--- src/hw/errcfg_pkg.sv ---
// constants for the error-reporting function configuration bank
// assumes a 32-bit apb slave with one aligned word per register
package errcfg_pkg;

    // register indices as printed, byte address is four times the index
    localparam logic [7:0] IDX_COMMAND    = 8'h04;
    localparam logic [7:0] IDX_STATUS     = 8'h06;
    localparam logic [7:0] IDX_SUBCLASS   = 8'h0a;
    localparam logic [7:0] IDX_BASECLASS  = 8'h0b;
    localparam logic [7:0] IDX_LATENCY    = 8'h0d;
    localparam logic [7:0] IDX_HEADER     = 8'h0e;
    localparam logic [7:0] IDX_BOARD_VEND = 8'h2c;
    localparam logic [7:0] IDX_BOARD_SUBS = 8'h2e;
    localparam logic [7:0] IDX_FIRST_ERR  = 8'h40;
    localparam logic [7:0] IDX_NEXT_ERR   = 8'h44;
    localparam logic [7:0] IDX_SIG_ENABLE = 8'h48;
    localparam logic [7:0] IDX_IRQ_STATUS = 8'h60;
    localparam logic [7:0] IDX_IRQ_ENABLE = 8'h61;
    localparam logic [7:0] IDX_IRQ_CLEAR  = 8'h62;

    // fixed read values and reset values
    localparam logic [7:0]  SUBCLASS_VAL   = 8'h00;
    localparam logic [7:0]  BASECLASS_VAL  = 8'hff;
    localparam logic [7:0]  LATENCY_VAL    = 8'h00;
    localparam logic [7:0]  HEADER_SINGLE  = 8'h00;
    localparam logic [7:0]  HEADER_MULTI   = 8'h80;
    localparam logic [15:0] IDENT_RESET    = 16'h0000;
    localparam logic [31:0] ERR_LOG_RESET  = 32'h0000_0000;

    // error log bit positions
    localparam int BIT_DRAM     = 18;
    localparam int BIT_PRIMARY  = 17;
    localparam int BIT_SYSBUS   = 16;
    localparam int BIT_FOURTH   = 4;
    localparam int BIT_THIRD    = 3;
    localparam int BIT_SECOND   = 2;
    localparam logic [31:0] ERR_LOG_MASK   = 32'h0007_001c;
    localparam logic [31:0] ERR_GROUP_MASK = 32'h0007_0000;

    // command and status bits
    localparam int BIT_SERR_EN  = 8;
    localparam int BIT_SSE      = 14;

    // interrupt status bits
    localparam int IRQ_W        = 3;
    localparam int IRQ_FIRST    = 0;
    localparam int IRQ_NEXT     = 1;
    localparam int IRQ_SERR     = 2;

endpackage : errcfg_pkg

--- src/hw/error_function_config_header.sv ---
// configuration bank of the error-reporting function with first and next
// global error logs, serr generation and an interrupt output
// assumes an apb3 master on clk_sys and error pulses synchronous to clk_sys
`timescale 1ns/1ps

module error_function_config_header #(
    parameter int ADDR_W = 12
) (
    // clock, reset, enable
    input  wire logic              clk_sys,
    input  wire logic              reset,
    input  wire logic              warm_reset,
    input  wire logic              ce,
    // apb slave
    input  wire logic              psel,
    input  wire logic              penable,
    input  wire logic              pwrite,
    input  wire logic [ADDR_W-1:0] paddr,
    input  wire logic [31:0]       pwdata,
    output logic      [31:0]       prdata,
    output logic                   pready,
    output logic                   pslverr,
    // error events, one-cycle pulses
    input  wire logic              err_dram,
    input  wire logic              err_primary_hub_link,
    input  wire logic              err_processor_system_bus,
    input  wire logic              err_second_hub_link,
    input  wire logic              err_third_hub_link,
    input  wire logic              err_fourth_hub_link,
    // strap: high selects the multi-function header value
    input  wire logic              multi_function_strap,
    // system error and interrupt
    output logic                   serr_pulse,
    output logic                   irq
);

    ////////////////////////////////////////////////////////////////////////
    // parameter check

    // the decoder reads the bits above 9, so at least one must exist
    if (ADDR_W < 11 || ADDR_W > 32)
    begin : g_bad_addr
        $error("ADDR_W must lie between 11 and 32");
    end

    ////////////////////////////////////////////////////////////////////////
    // register select

    typedef enum logic [3:0] {
        SEL_NONE      = 4'b0000,
        SEL_COMMAND   = 4'b0001,
        SEL_STATUS    = 4'b0010,
        SEL_SUBCLASS  = 4'b0011,
        SEL_BASECLASS = 4'b0100,
        SEL_LATENCY   = 4'b0101,
        SEL_HEADER    = 4'b0110,
        SEL_VENDOR    = 4'b0111,
        SEL_SUBSYS    = 4'b1000,
        SEL_FIRST     = 4'b1001,
        SEL_NEXT      = 4'b1010,
        SEL_SIGEN     = 4'b1011,
        SEL_IRQ_STAT  = 4'b1100,
        SEL_IRQ_EN    = 4'b1101,
        SEL_IRQ_CLR   = 4'b1110
    } reg_sel_t;

    function automatic reg_sel_t decode(input logic [ADDR_W-1:0] addr);
        logic [7:0] idx;
        reg_sel_t   sel;
        idx = addr[9:2];
        sel = SEL_NONE;
        if (addr[1:0] == 2'b00 && addr[ADDR_W-1:10] == '0)
        begin
            unique case (idx)
                errcfg_pkg::IDX_COMMAND:    sel = SEL_COMMAND;
                errcfg_pkg::IDX_STATUS:     sel = SEL_STATUS;
                errcfg_pkg::IDX_SUBCLASS:   sel = SEL_SUBCLASS;
                errcfg_pkg::IDX_BASECLASS:  sel = SEL_BASECLASS;
                errcfg_pkg::IDX_LATENCY:    sel = SEL_LATENCY;
                errcfg_pkg::IDX_HEADER:     sel = SEL_HEADER;
                errcfg_pkg::IDX_BOARD_VEND: sel = SEL_VENDOR;
                errcfg_pkg::IDX_BOARD_SUBS: sel = SEL_SUBSYS;
                errcfg_pkg::IDX_FIRST_ERR:  sel = SEL_FIRST;
                errcfg_pkg::IDX_NEXT_ERR:   sel = SEL_NEXT;
                errcfg_pkg::IDX_SIG_ENABLE: sel = SEL_SIGEN;
                errcfg_pkg::IDX_IRQ_STATUS: sel = SEL_IRQ_STAT;
                errcfg_pkg::IDX_IRQ_ENABLE: sel = SEL_IRQ_EN;
                errcfg_pkg::IDX_IRQ_CLEAR:  sel = SEL_IRQ_CLR;
                default:                    sel = SEL_NONE;
            endcase
        end
        return sel;
    endfunction : decode

    ////////////////////////////////////////////////////////////////////////
    // state

    typedef struct packed {
        logic [31:0]                 first_log;
        logic [31:0]                 next_log;
        logic [31:0]                 sig_enable;
        logic                        serr_enable;
        logic                        signaled_system_error_flag;
        logic [15:0]                 vendor_ident;
        logic                        vendor_locked;
        logic [15:0]                 subsys_ident;
        logic                        subsys_locked;
        logic                        header_multi;
        logic [errcfg_pkg::IRQ_W-1:0] irq_status;
        logic [errcfg_pkg::IRQ_W-1:0] irq_enable;
        logic                        serr;
        logic                        irq;
        logic                        ready;
        logic [31:0]                 rdata;
        logic                        slverr;
    } state_t;

    localparam state_t STATE_RESET = '{
        first_log:     errcfg_pkg::ERR_LOG_RESET,
        next_log:      errcfg_pkg::ERR_LOG_RESET,
        sig_enable:    '0,
        serr_enable:   1'b0,
        signaled_system_error_flag:           1'b0,
        vendor_ident:  errcfg_pkg::IDENT_RESET,
        vendor_locked: 1'b0,
        subsys_ident:  errcfg_pkg::IDENT_RESET,
        subsys_locked: 1'b0,
        header_multi:  1'b0,
        irq_status:    '0,
        irq_enable:    '0,
        serr:          1'b0,
        irq:           1'b0,
        ready:         1'b0,
        rdata:         '0,
        slverr:        1'b0
    };

    state_t   state_reg;
    state_t   state_next;

    reg_sel_t sel;
    logic     wr_done;
    logic     rd_prep;
    logic [31:0] events;
    logic [31:0] first_keep;
    logic [31:0] next_keep;
    logic [31:0] next_block;
    logic [31:0] rise;
    logic [31:0] wclr;
    logic [errcfg_pkg::IRQ_W-1:0] irq_set;
    logic [31:0] rd_word;

    ////////////////////////////////////////////////////////////////////////
    // next state

    always_comb
    begin
        state_next = state_reg;
        sel        = decode(paddr);
        // write lands at the edge that completes the access
        wr_done    = psel && penable && state_reg.ready && pwrite;
        rd_prep    = psel && penable && !state_reg.ready;
        wclr       = '0;
        next_block = '0;
        irq_set    = '0;
        rd_word    = '0;

        // warm reset clears the plain registers, logs and irq status are kept
        if (warm_reset)
        begin
            state_next            = STATE_RESET;
            state_next.first_log  = state_reg.first_log;
            state_next.next_log   = state_reg.next_log;
            state_next.irq_status = state_reg.irq_status;
        end

        // event vector in log layout
        events = '0;
        events[errcfg_pkg::BIT_DRAM]    = err_dram;
        events[errcfg_pkg::BIT_PRIMARY] = err_primary_hub_link;
        events[errcfg_pkg::BIT_SYSBUS]  = err_processor_system_bus;
        events[errcfg_pkg::BIT_FOURTH]  = err_fourth_hub_link;
        events[errcfg_pkg::BIT_THIRD]   = err_third_hub_link;
        events[errcfg_pkg::BIT_SECOND]  = err_second_hub_link;

        // write-one-to-clear on the logs
        if (wr_done && sel == SEL_FIRST)
        begin
            wclr = pwdata & errcfg_pkg::ERR_LOG_MASK;
        end
        first_keep = state_reg.first_log & ~wclr;
        wclr = '0;
        if (wr_done && sel == SEL_NEXT)
        begin
            wclr = pwdata & errcfg_pkg::ERR_LOG_MASK;
        end
        next_keep = state_reg.next_log & ~wclr;

        // first log fills only while empty, set beats clear
        if (first_keep == '0)
        begin
            state_next.first_log = events;
            state_next.next_log  = next_keep;
        end
        else
        begin
            // later errors go to the next log minus blocked bits
            next_block = first_keep;
            if ((first_keep & errcfg_pkg::ERR_GROUP_MASK) != '0)
            begin
                next_block = next_block | errcfg_pkg::ERR_GROUP_MASK;
            end
            state_next.first_log = first_keep;
            state_next.next_log  = next_keep | (events & ~next_block);
        end

        // serr on a 0-to-1 transition of a flag set in sig_enable, while serr_enable is set
        rise = (state_next.first_log & ~state_reg.first_log)
             | (state_next.next_log & ~state_reg.next_log);
        state_next.serr = 1'b0;
        if (((rise & state_reg.sig_enable) != '0) && state_reg.serr_enable)
        begin
            state_next.serr = 1'b1;
        end

        // signaled system error flag, set beats clear
        if (wr_done && sel == SEL_STATUS && pwdata[errcfg_pkg::BIT_SSE])
        begin
            state_next.signaled_system_error_flag = 1'b0;
        end
        if (state_next.serr)
        begin
            state_next.signaled_system_error_flag = 1'b1;
        end

        // software-written controls, read-only fields ignored
        if (wr_done)
        begin
            unique case (sel)
                SEL_COMMAND:
                    state_next.serr_enable =
                        pwdata[errcfg_pkg::BIT_SERR_EN];
                SEL_SIGEN:
                    state_next.sig_enable =
                        pwdata & errcfg_pkg::ERR_LOG_MASK;
                SEL_IRQ_EN:
                    state_next.irq_enable = pwdata[errcfg_pkg::IRQ_W-1:0];
                SEL_VENDOR:
                    if (!state_reg.vendor_locked)
                    begin
                        state_next.vendor_ident  = pwdata[15:0];
                        state_next.vendor_locked = 1'b1;
                    end
                SEL_SUBSYS:
                    if (!state_reg.subsys_locked)
                    begin
                        state_next.subsys_ident  = pwdata[15:0];
                        state_next.subsys_locked = 1'b1;
                    end
                default:
                    state_next.serr_enable = state_next.serr_enable;
            endcase
        end

        // interrupt sources, set beats clear
        irq_set[errcfg_pkg::IRQ_FIRST] =
            (state_next.first_log & ~state_reg.first_log) != '0;
        irq_set[errcfg_pkg::IRQ_NEXT] =
            (state_next.next_log & ~state_reg.next_log) != '0;
        irq_set[errcfg_pkg::IRQ_SERR] = state_next.serr;
        if (wr_done && sel == SEL_IRQ_CLR)
        begin
            state_next.irq_status =
                state_next.irq_status & ~pwdata[errcfg_pkg::IRQ_W-1:0];
        end
        state_next.irq_status = state_next.irq_status | irq_set;
        state_next.irq =
            (state_next.irq_status & state_next.irq_enable) != '0;

        // strap level caught by the clock
        state_next.header_multi = multi_function_strap;

        // read word, reserved bits zero
        unique case (sel)
            SEL_COMMAND:
                rd_word[errcfg_pkg::BIT_SERR_EN] = state_reg.serr_enable;
            SEL_STATUS:
                rd_word[errcfg_pkg::BIT_SSE] = state_reg.signaled_system_error_flag;
            SEL_SUBCLASS:
                rd_word[7:0] = errcfg_pkg::SUBCLASS_VAL;
            SEL_BASECLASS:
                rd_word[7:0] = errcfg_pkg::BASECLASS_VAL;
            SEL_LATENCY:
                rd_word[7:0] = errcfg_pkg::LATENCY_VAL;
            SEL_HEADER:
                rd_word[7:0] = state_reg.header_multi
                             ? errcfg_pkg::HEADER_MULTI
                             : errcfg_pkg::HEADER_SINGLE;
            SEL_VENDOR:
                rd_word[15:0] = state_reg.vendor_ident;
            SEL_SUBSYS:
                rd_word[15:0] = state_reg.subsys_ident;
            SEL_FIRST:
                rd_word = state_reg.first_log;
            SEL_NEXT:
                rd_word = state_reg.next_log;
            SEL_SIGEN:
                rd_word = state_reg.sig_enable;
            SEL_IRQ_STAT:
                rd_word[errcfg_pkg::IRQ_W-1:0] = state_reg.irq_status;
            SEL_IRQ_EN:
                rd_word[errcfg_pkg::IRQ_W-1:0] = state_reg.irq_enable;
            default:
                rd_word = '0;
        endcase

        // one wait state: ready rises one cycle into the access phase
        if (rd_prep)
        begin
            state_next.ready  = 1'b1;
            state_next.slverr = (sel == SEL_NONE);
            state_next.rdata  = pwrite ? '0 : rd_word;
        end
        else
        begin
            state_next.ready  = 1'b0;
            state_next.slverr = 1'b0;
            state_next.rdata  = '0;
        end
    end

    ////////////////////////////////////////////////////////////////////////
    // registers

    always_ff @(posedge clk_sys)
    begin
        if (reset)
        begin
            state_reg <= STATE_RESET;
        end
        else if (ce)
        begin
            state_reg <= state_next;
        end
    end

    ////////////////////////////////////////////////////////////////////////
    // outputs

    assign prdata     = state_reg.rdata;
    assign pready     = state_reg.ready;
    assign pslverr    = state_reg.slverr;
    assign serr_pulse = state_reg.serr;
    assign irq        = state_reg.irq;

endmodule : error_function_config_header

--- config.mk ---
export PLATFORM = sky130hd
export DESIGN_NAME = error_function_config_header
export DESIGN_NICKNAME = d
export VERILOG_FILES = /design/src/hw/errcfg_pkg.sv /design/src/hw/error_function_config_header.sv
export SDC_FILE = /design/constraint.sdc
export NUM_CORES = 1
export LEC_CHECK = 0
export ABC_AREA = 1
export BUFFER_PORTS_ARGS = -buffer_cell sky130_fd_sc_hd__buf_2
export CAP_MARGIN = 5
export CORE_MARGIN = 2
export CORE_UTILIZATION = 50
export CTS_CLUSTER_DIAMETER = 120
export DETAILED_ROUTE_END_ITERATION = 8
export GPL_ROUTABILITY_DRIVEN = 0
export GPL_TIMING_DRIVEN = 0
export PLACE_DENSITY = 0.7
export SYNTH_ARGS = -nofsm -noshare
export SYNTH_HDL_FRONTEND = slang
export SYNTH_SLANG_ARGS = --single-unit
--- constraint.sdc ---
create_clock -name clk_sys -period 2.7 [get_ports clk_sys]
set_input_delay 0.27 -clock clk_sys [delete_from_list [all_inputs] [get_ports clk_sys]]
set_output_delay 0.27 -clock clk_sys [all_outputs]
set_load 0.02 [all_outputs]
==> results <==
- The run finished with clean final reports.
- The most common library cell in the layout ignoring fill and taps is sky130_fd_sc_hd__nand2_1.
- The total die area is 15810 um^2.
- In this run the deepest clock path goes through 2 buffers.
- In the layout the commonest cells are 217 x sky130_fd_sc_hd__nand2_1, 171 x sky130_fd_sc_hd__inv_1, 146 x sky130_fd_sc_hd__dfxtp_1.
- The number of buffers created by CTS is 17.
- Counting flops with a built-in enable in the synthesized netlist gives 0.
- The count of vias placed by the detailed router is 7657.
- The via count of the first global-routing pass was 7045.
- The total count of hold-check failures in the final report is 0.
- Adding up every negative setup slack in the final design gives 0 ns.
- The startpoint class of the critical path is a flip-flop.
- Of the available clock period, the critical path in the final layout requires 0.9588.
- The most frequently used flop master after synthesis is sky130_fd_sc_hd__dfxtp_1.
- The number of cells on the worst reg-to-reg path is 17.
- The clock tree from TritonCTS is built.
- Along the worst hold path, the cell count comes to 3.
- STA classifies the critical path endpoint as a flip-flop.
- The power dissipated by switching net loads is between 1 and 1.5 mW.
- From synthesis to final layout, the design area changed by 22.48%.
- The launch point of the worst hold path is pwdata[15].
- Max-cap violations in this run came to 0.
- Input and output buffers added on the ports amount to 78.
- The die span in y is between 100 and 150 um.
- The number of antenna violations at the first check in global routing is 0.
- The worst hold path terminates at state_reg[76].
- The final worst setup slack is 0.1112 ns.
- The clock latency at the later pin of the worst-skew pair is 0.44 ns.
- Sorting the synthesized cells by area gives the leading types as sky130_fd_sc_hd__dfxtp_1 40%, sky130_fd_sc_hd__nand2_1 12%, sky130_fd_sc_hd__inv_1 8.8%, sky130_fd_sc_hd__o21ai_0 5.9%, sky130_fd_sc_hd__a21oi_1 5.1%.
- Timing would allow up to 0.3863 GHz.
- In this run, the number of DRC markers left after iteration 0 of detailed routing was 890.
- Pin placement for this block handled 94 I/O pins.
- The antenna diode instance count is 0.
- The number of cells in the finished layout apart from fillers is 1407.
- The reg-to-reg critical path endpoint is state_reg[77].
- The number of buffers inserted by hold repair at cts is 0.
- Counting tap cells, the placed design contains a total of approximately 1400 instances.
- In this run the static leakage power is 4.054 nW.
- The starting density of the core is 0.5117.
- The areal power density over the cells is ~590 nW/um^2.
- The unique cell type count in the Yosys netlist is 40.
- The per-instance average area after synthesis is 6.766 um^2.
- The worst setup skew after layout is approximately 0.0059 ns.
- The total global routing overflow is 0.
- The sequential fraction of design power is 0.422.
- After detailed routing, the average wire length per cell comes to 16.04 um.
- For this block, the routed nets add up to 22.57 mm of wire.
- The post-DP HPWL is 16.12 mm.
- The worst-margin pin slew is 0.9522 ns.
- The number of H-tree branching levels is 4.
- The Yosys step of the flow raised 0 warnings.
- The type of the tightest min-delay check is input port to flip-flop.
- The worst path needs 2.589 ns of the cycle, external delays included.
- The chip width is 125.7 um.
- The share of synthesized area occupied by flip-flops and latches is 0.4026.
- The share of post-route cells with drive strength above 1 is 0.1995.
- The first global-routing pass estimated 35.33 mm of wire.
- Setup violations remaining at the end of the flow were counted as 0.
- Internal power comes to 4.003 mW.
- The iteration count of the initial detailed-routing pass is 6.
- The setup slack of the most critical reg-to-reg path is 0.11 ns.
- The final layout contains 1269 nets.
- Power comes to 5.387 mW.
- Entering global routing, the biggest net connects 17 pins.
- The worst setup timing slack at the placement stage is -0.8784 ns.
- The flip-flop count of the largest register after layout is 113.
- Of the post-synthesis cell area, the dominant cell type holds 0.4026.
- The remaining number of nets flagged by the antenna check after routing is 0.
- The core outline area is 14480 um^2.
- The worst slew margin relative to its limit is 0.3652.
- Of the total power, the share spent switching nets is 0.2569.
- The share of total power dissipated in combinational logic is 0.099.
- The cell area after placement is about 8000 um^2.
- VDD sags by at most ~0.00042 V.
- The area used by multi-input combinational logic is about 3500 um^2.
- Counting every instance in the synthesized netlist gives 1095.
- In the routed layout, each cell is associated on average with a via count of 5.442.
- Data on the critical path arrives at its endpoint at around 2.9 ns.
- The total number of clock tree sinks is about 150.
- The total count of max-transition violations in the final report is 0.
- After clock tree synthesis, the clock-pin slew on the worst setup and hold paths is around 0.06 ns.
- The overall global routing resource usage is 0.2836.
- Measured on the finished design, the core utilization comes to 0.6267.
- The worst setup path is of the flip-flop to flip-flop kind.
- The worst register-to-register path begins at state_reg[154].
- The area occupied by registers is 2987 um^2.
- The cell type with the highest aggregate area in the netlist is sky130_fd_sc_hd__dfxtp_1.
- The proportion of synthesized flip-flops having asynchronous set or reset is 0.
- The number of flip-flops and latches in the synthesized netlist is roughly 150.
- After synthesis the cells add up to around 7400 um^2.
- Along the worst path, the maximum fanout reaches 10.
- Setup repair after global routing could not meet its margin everywhere.
- When the netlist entered floorplanning its net count stood at 1153.
- The worst hold margin is approximately 0.11 ns.
- The share of total power dissipated in the clock network is 0.479.
- After routing the design area is 9074 um^2.
- The floorplan has 44 rows.
- At the worst endpoint, the required time is 3.00 ns.
- The clock root buffer is sky130_fd_sc_hd__clkbuf_16.
- The number of fill cells in the layout is 1383.
- The remaining design rule violation count is 0.
[power groups by stage]
stage / clock network [mW] / registers [mW] / logic, mW
after floorplan: 0 / 2.32 / 0.303
after global placement: 0 / 2.32 / 0.460
after CTS: 2.59 / 2.27 / 0.470
final: 2.58 / 2.27 / 0.532
after detailed placement: 0 / 2.32 / 0.464
after global routing: 2.68 / 2.28 / 0.585
[how the worst max path moves through the flow]
| stage | startpoint | to | slack (ns) |
|---|---|---|---|
| 2_1_floorplan | pready | state_reg[44] | 0.14 |
| 3_3_place_gp | pready | state_reg[44] | -0.88 |
| 3_5_place_dp | pready | state_reg[51] | -0.88 |
| 4_1_cts | paddr[4] | state_reg[77] | 0.005 |
| 5_1_grt | paddr[5] | serr_pulse | -0.08 |
| 6_report | state_reg[154] | state_reg[77] | 0.11 |
[routing by layer]
metal	global-route usage	share of wire	up-vias
li1	-	-	3732
met1	0.3796	0.43	3481
met2	0.4509	0.45	372
met3	0.05565	0.086	72
met4	0.1157	0.031	0
met5	0	0	-
[cell type report]
class,count,share of cell area
clock buffers,18,0.04840
plain buffers,80,0.04881
inverters,182,0.07529
multi-input cells,684,0.3905
flip-flops and latches,149,0.3292
repair buffers,97,0.06081
well taps,184,0.02537
clock inverters,13,0.02165
[cells in the mapped netlist (2+ instances only)]
library cell                count
sky130_fd_sc_hd__nor2_8         2
sky130_fd_sc_hd__nor2_4         3
sky130_fd_sc_hd__nor4_1         7
sky130_fd_sc_hd__nand2_2       11
sky130_fd_sc_hd__a221oi_1       3
sky130_fd_sc_hd__and2_1         3
sky130_fd_sc_hd__o22ai_1       31
sky130_fd_sc_hd__nor3_1        27
sky130_fd_sc_hd__dfxtp_1      149
sky130_fd_sc_hd__nand4_1       12
sky130_fd_sc_hd__o221ai_1       2
sky130_fd_sc_hd__nor2_1        94
sky130_fd_sc_hd__inv_1        173
sky130_fd_sc_hd__nand3b_1       2
sky130_fd_sc_hd__a31oi_1       13
sky130_fd_sc_hd__nand3_2        4
sky130_fd_sc_hd__nand3_1       48
sky130_fd_sc_hd__buf_4         32
sky130_fd_sc_hd__inv_2          8
sky130_fd_sc_hd__nand3_4        2
sky130_fd_sc_hd__nand2_1      231
sky130_fd_sc_hd__o2111ai_1      3
sky130_fd_sc_hd__o211ai_1       8
sky130_fd_sc_hd__clkbuf_1      47
sky130_fd_sc_hd__o31ai_1        3
sky130_fd_sc_hd__nor2_2         3
sky130_fd_sc_hd__a21oi_1       75
sky130_fd_sc_hd__o21ai_0       87
[logic make-up after synthesis]
logic type / after synthesis / share of synthesized area
AND/OR/NAND/NOR: 453 / 0.2741
flip-flops: 149 / 0.4026
buffers and inverters: 263 / 0.1506
AO/OA/AOI/OAI: 230 / 0.1726
[timing repair]
item	CTS	global route
gates resized for setup	9	63
setup buffers	3	16
pin swaps	2	30
endpoints found under the setup margin	60	39
endpoints found under the hold margin	0	0
cloned	1	0
[critical path, stage by stage, from the launching register on]
cell and delay (ns):
sky130_fd_sc_hd__dfxtp_2 0.34, sky130_fd_sc_hd__nor4_4 0.32, sky130_fd_sc_hd__nand3_2 0.15, sky130_fd_sc_hd__nor4_4 0.39, sky130_fd_sc_hd__nand2_4 0.11, sky130_fd_sc_hd__nor2_8 0.17
sky130_fd_sc_hd__nand2_4 0.07, sky130_fd_sc_hd__buf_8 0.14, sky130_fd_sc_hd__nand3_2 0.07, sky130_fd_sc_hd__nand2_1 0.07, sky130_fd_sc_hd__nand2_1 0.06, sky130_fd_sc_hd__nand2_1 0.06
sky130_fd_sc_hd__nor2_2 0.11, sky130_fd_sc_hd__nand2_1 0.08, sky130_fd_sc_hd__nand2_2 0.09, sky130_fd_sc_hd__nor2_2 0.04, sky130_fd_sc_hd__inv_2 0.11, sky130_fd_sc_hd__a21oi_1 0.06
No activity file was read; power rests on OpenSTA's default activity.
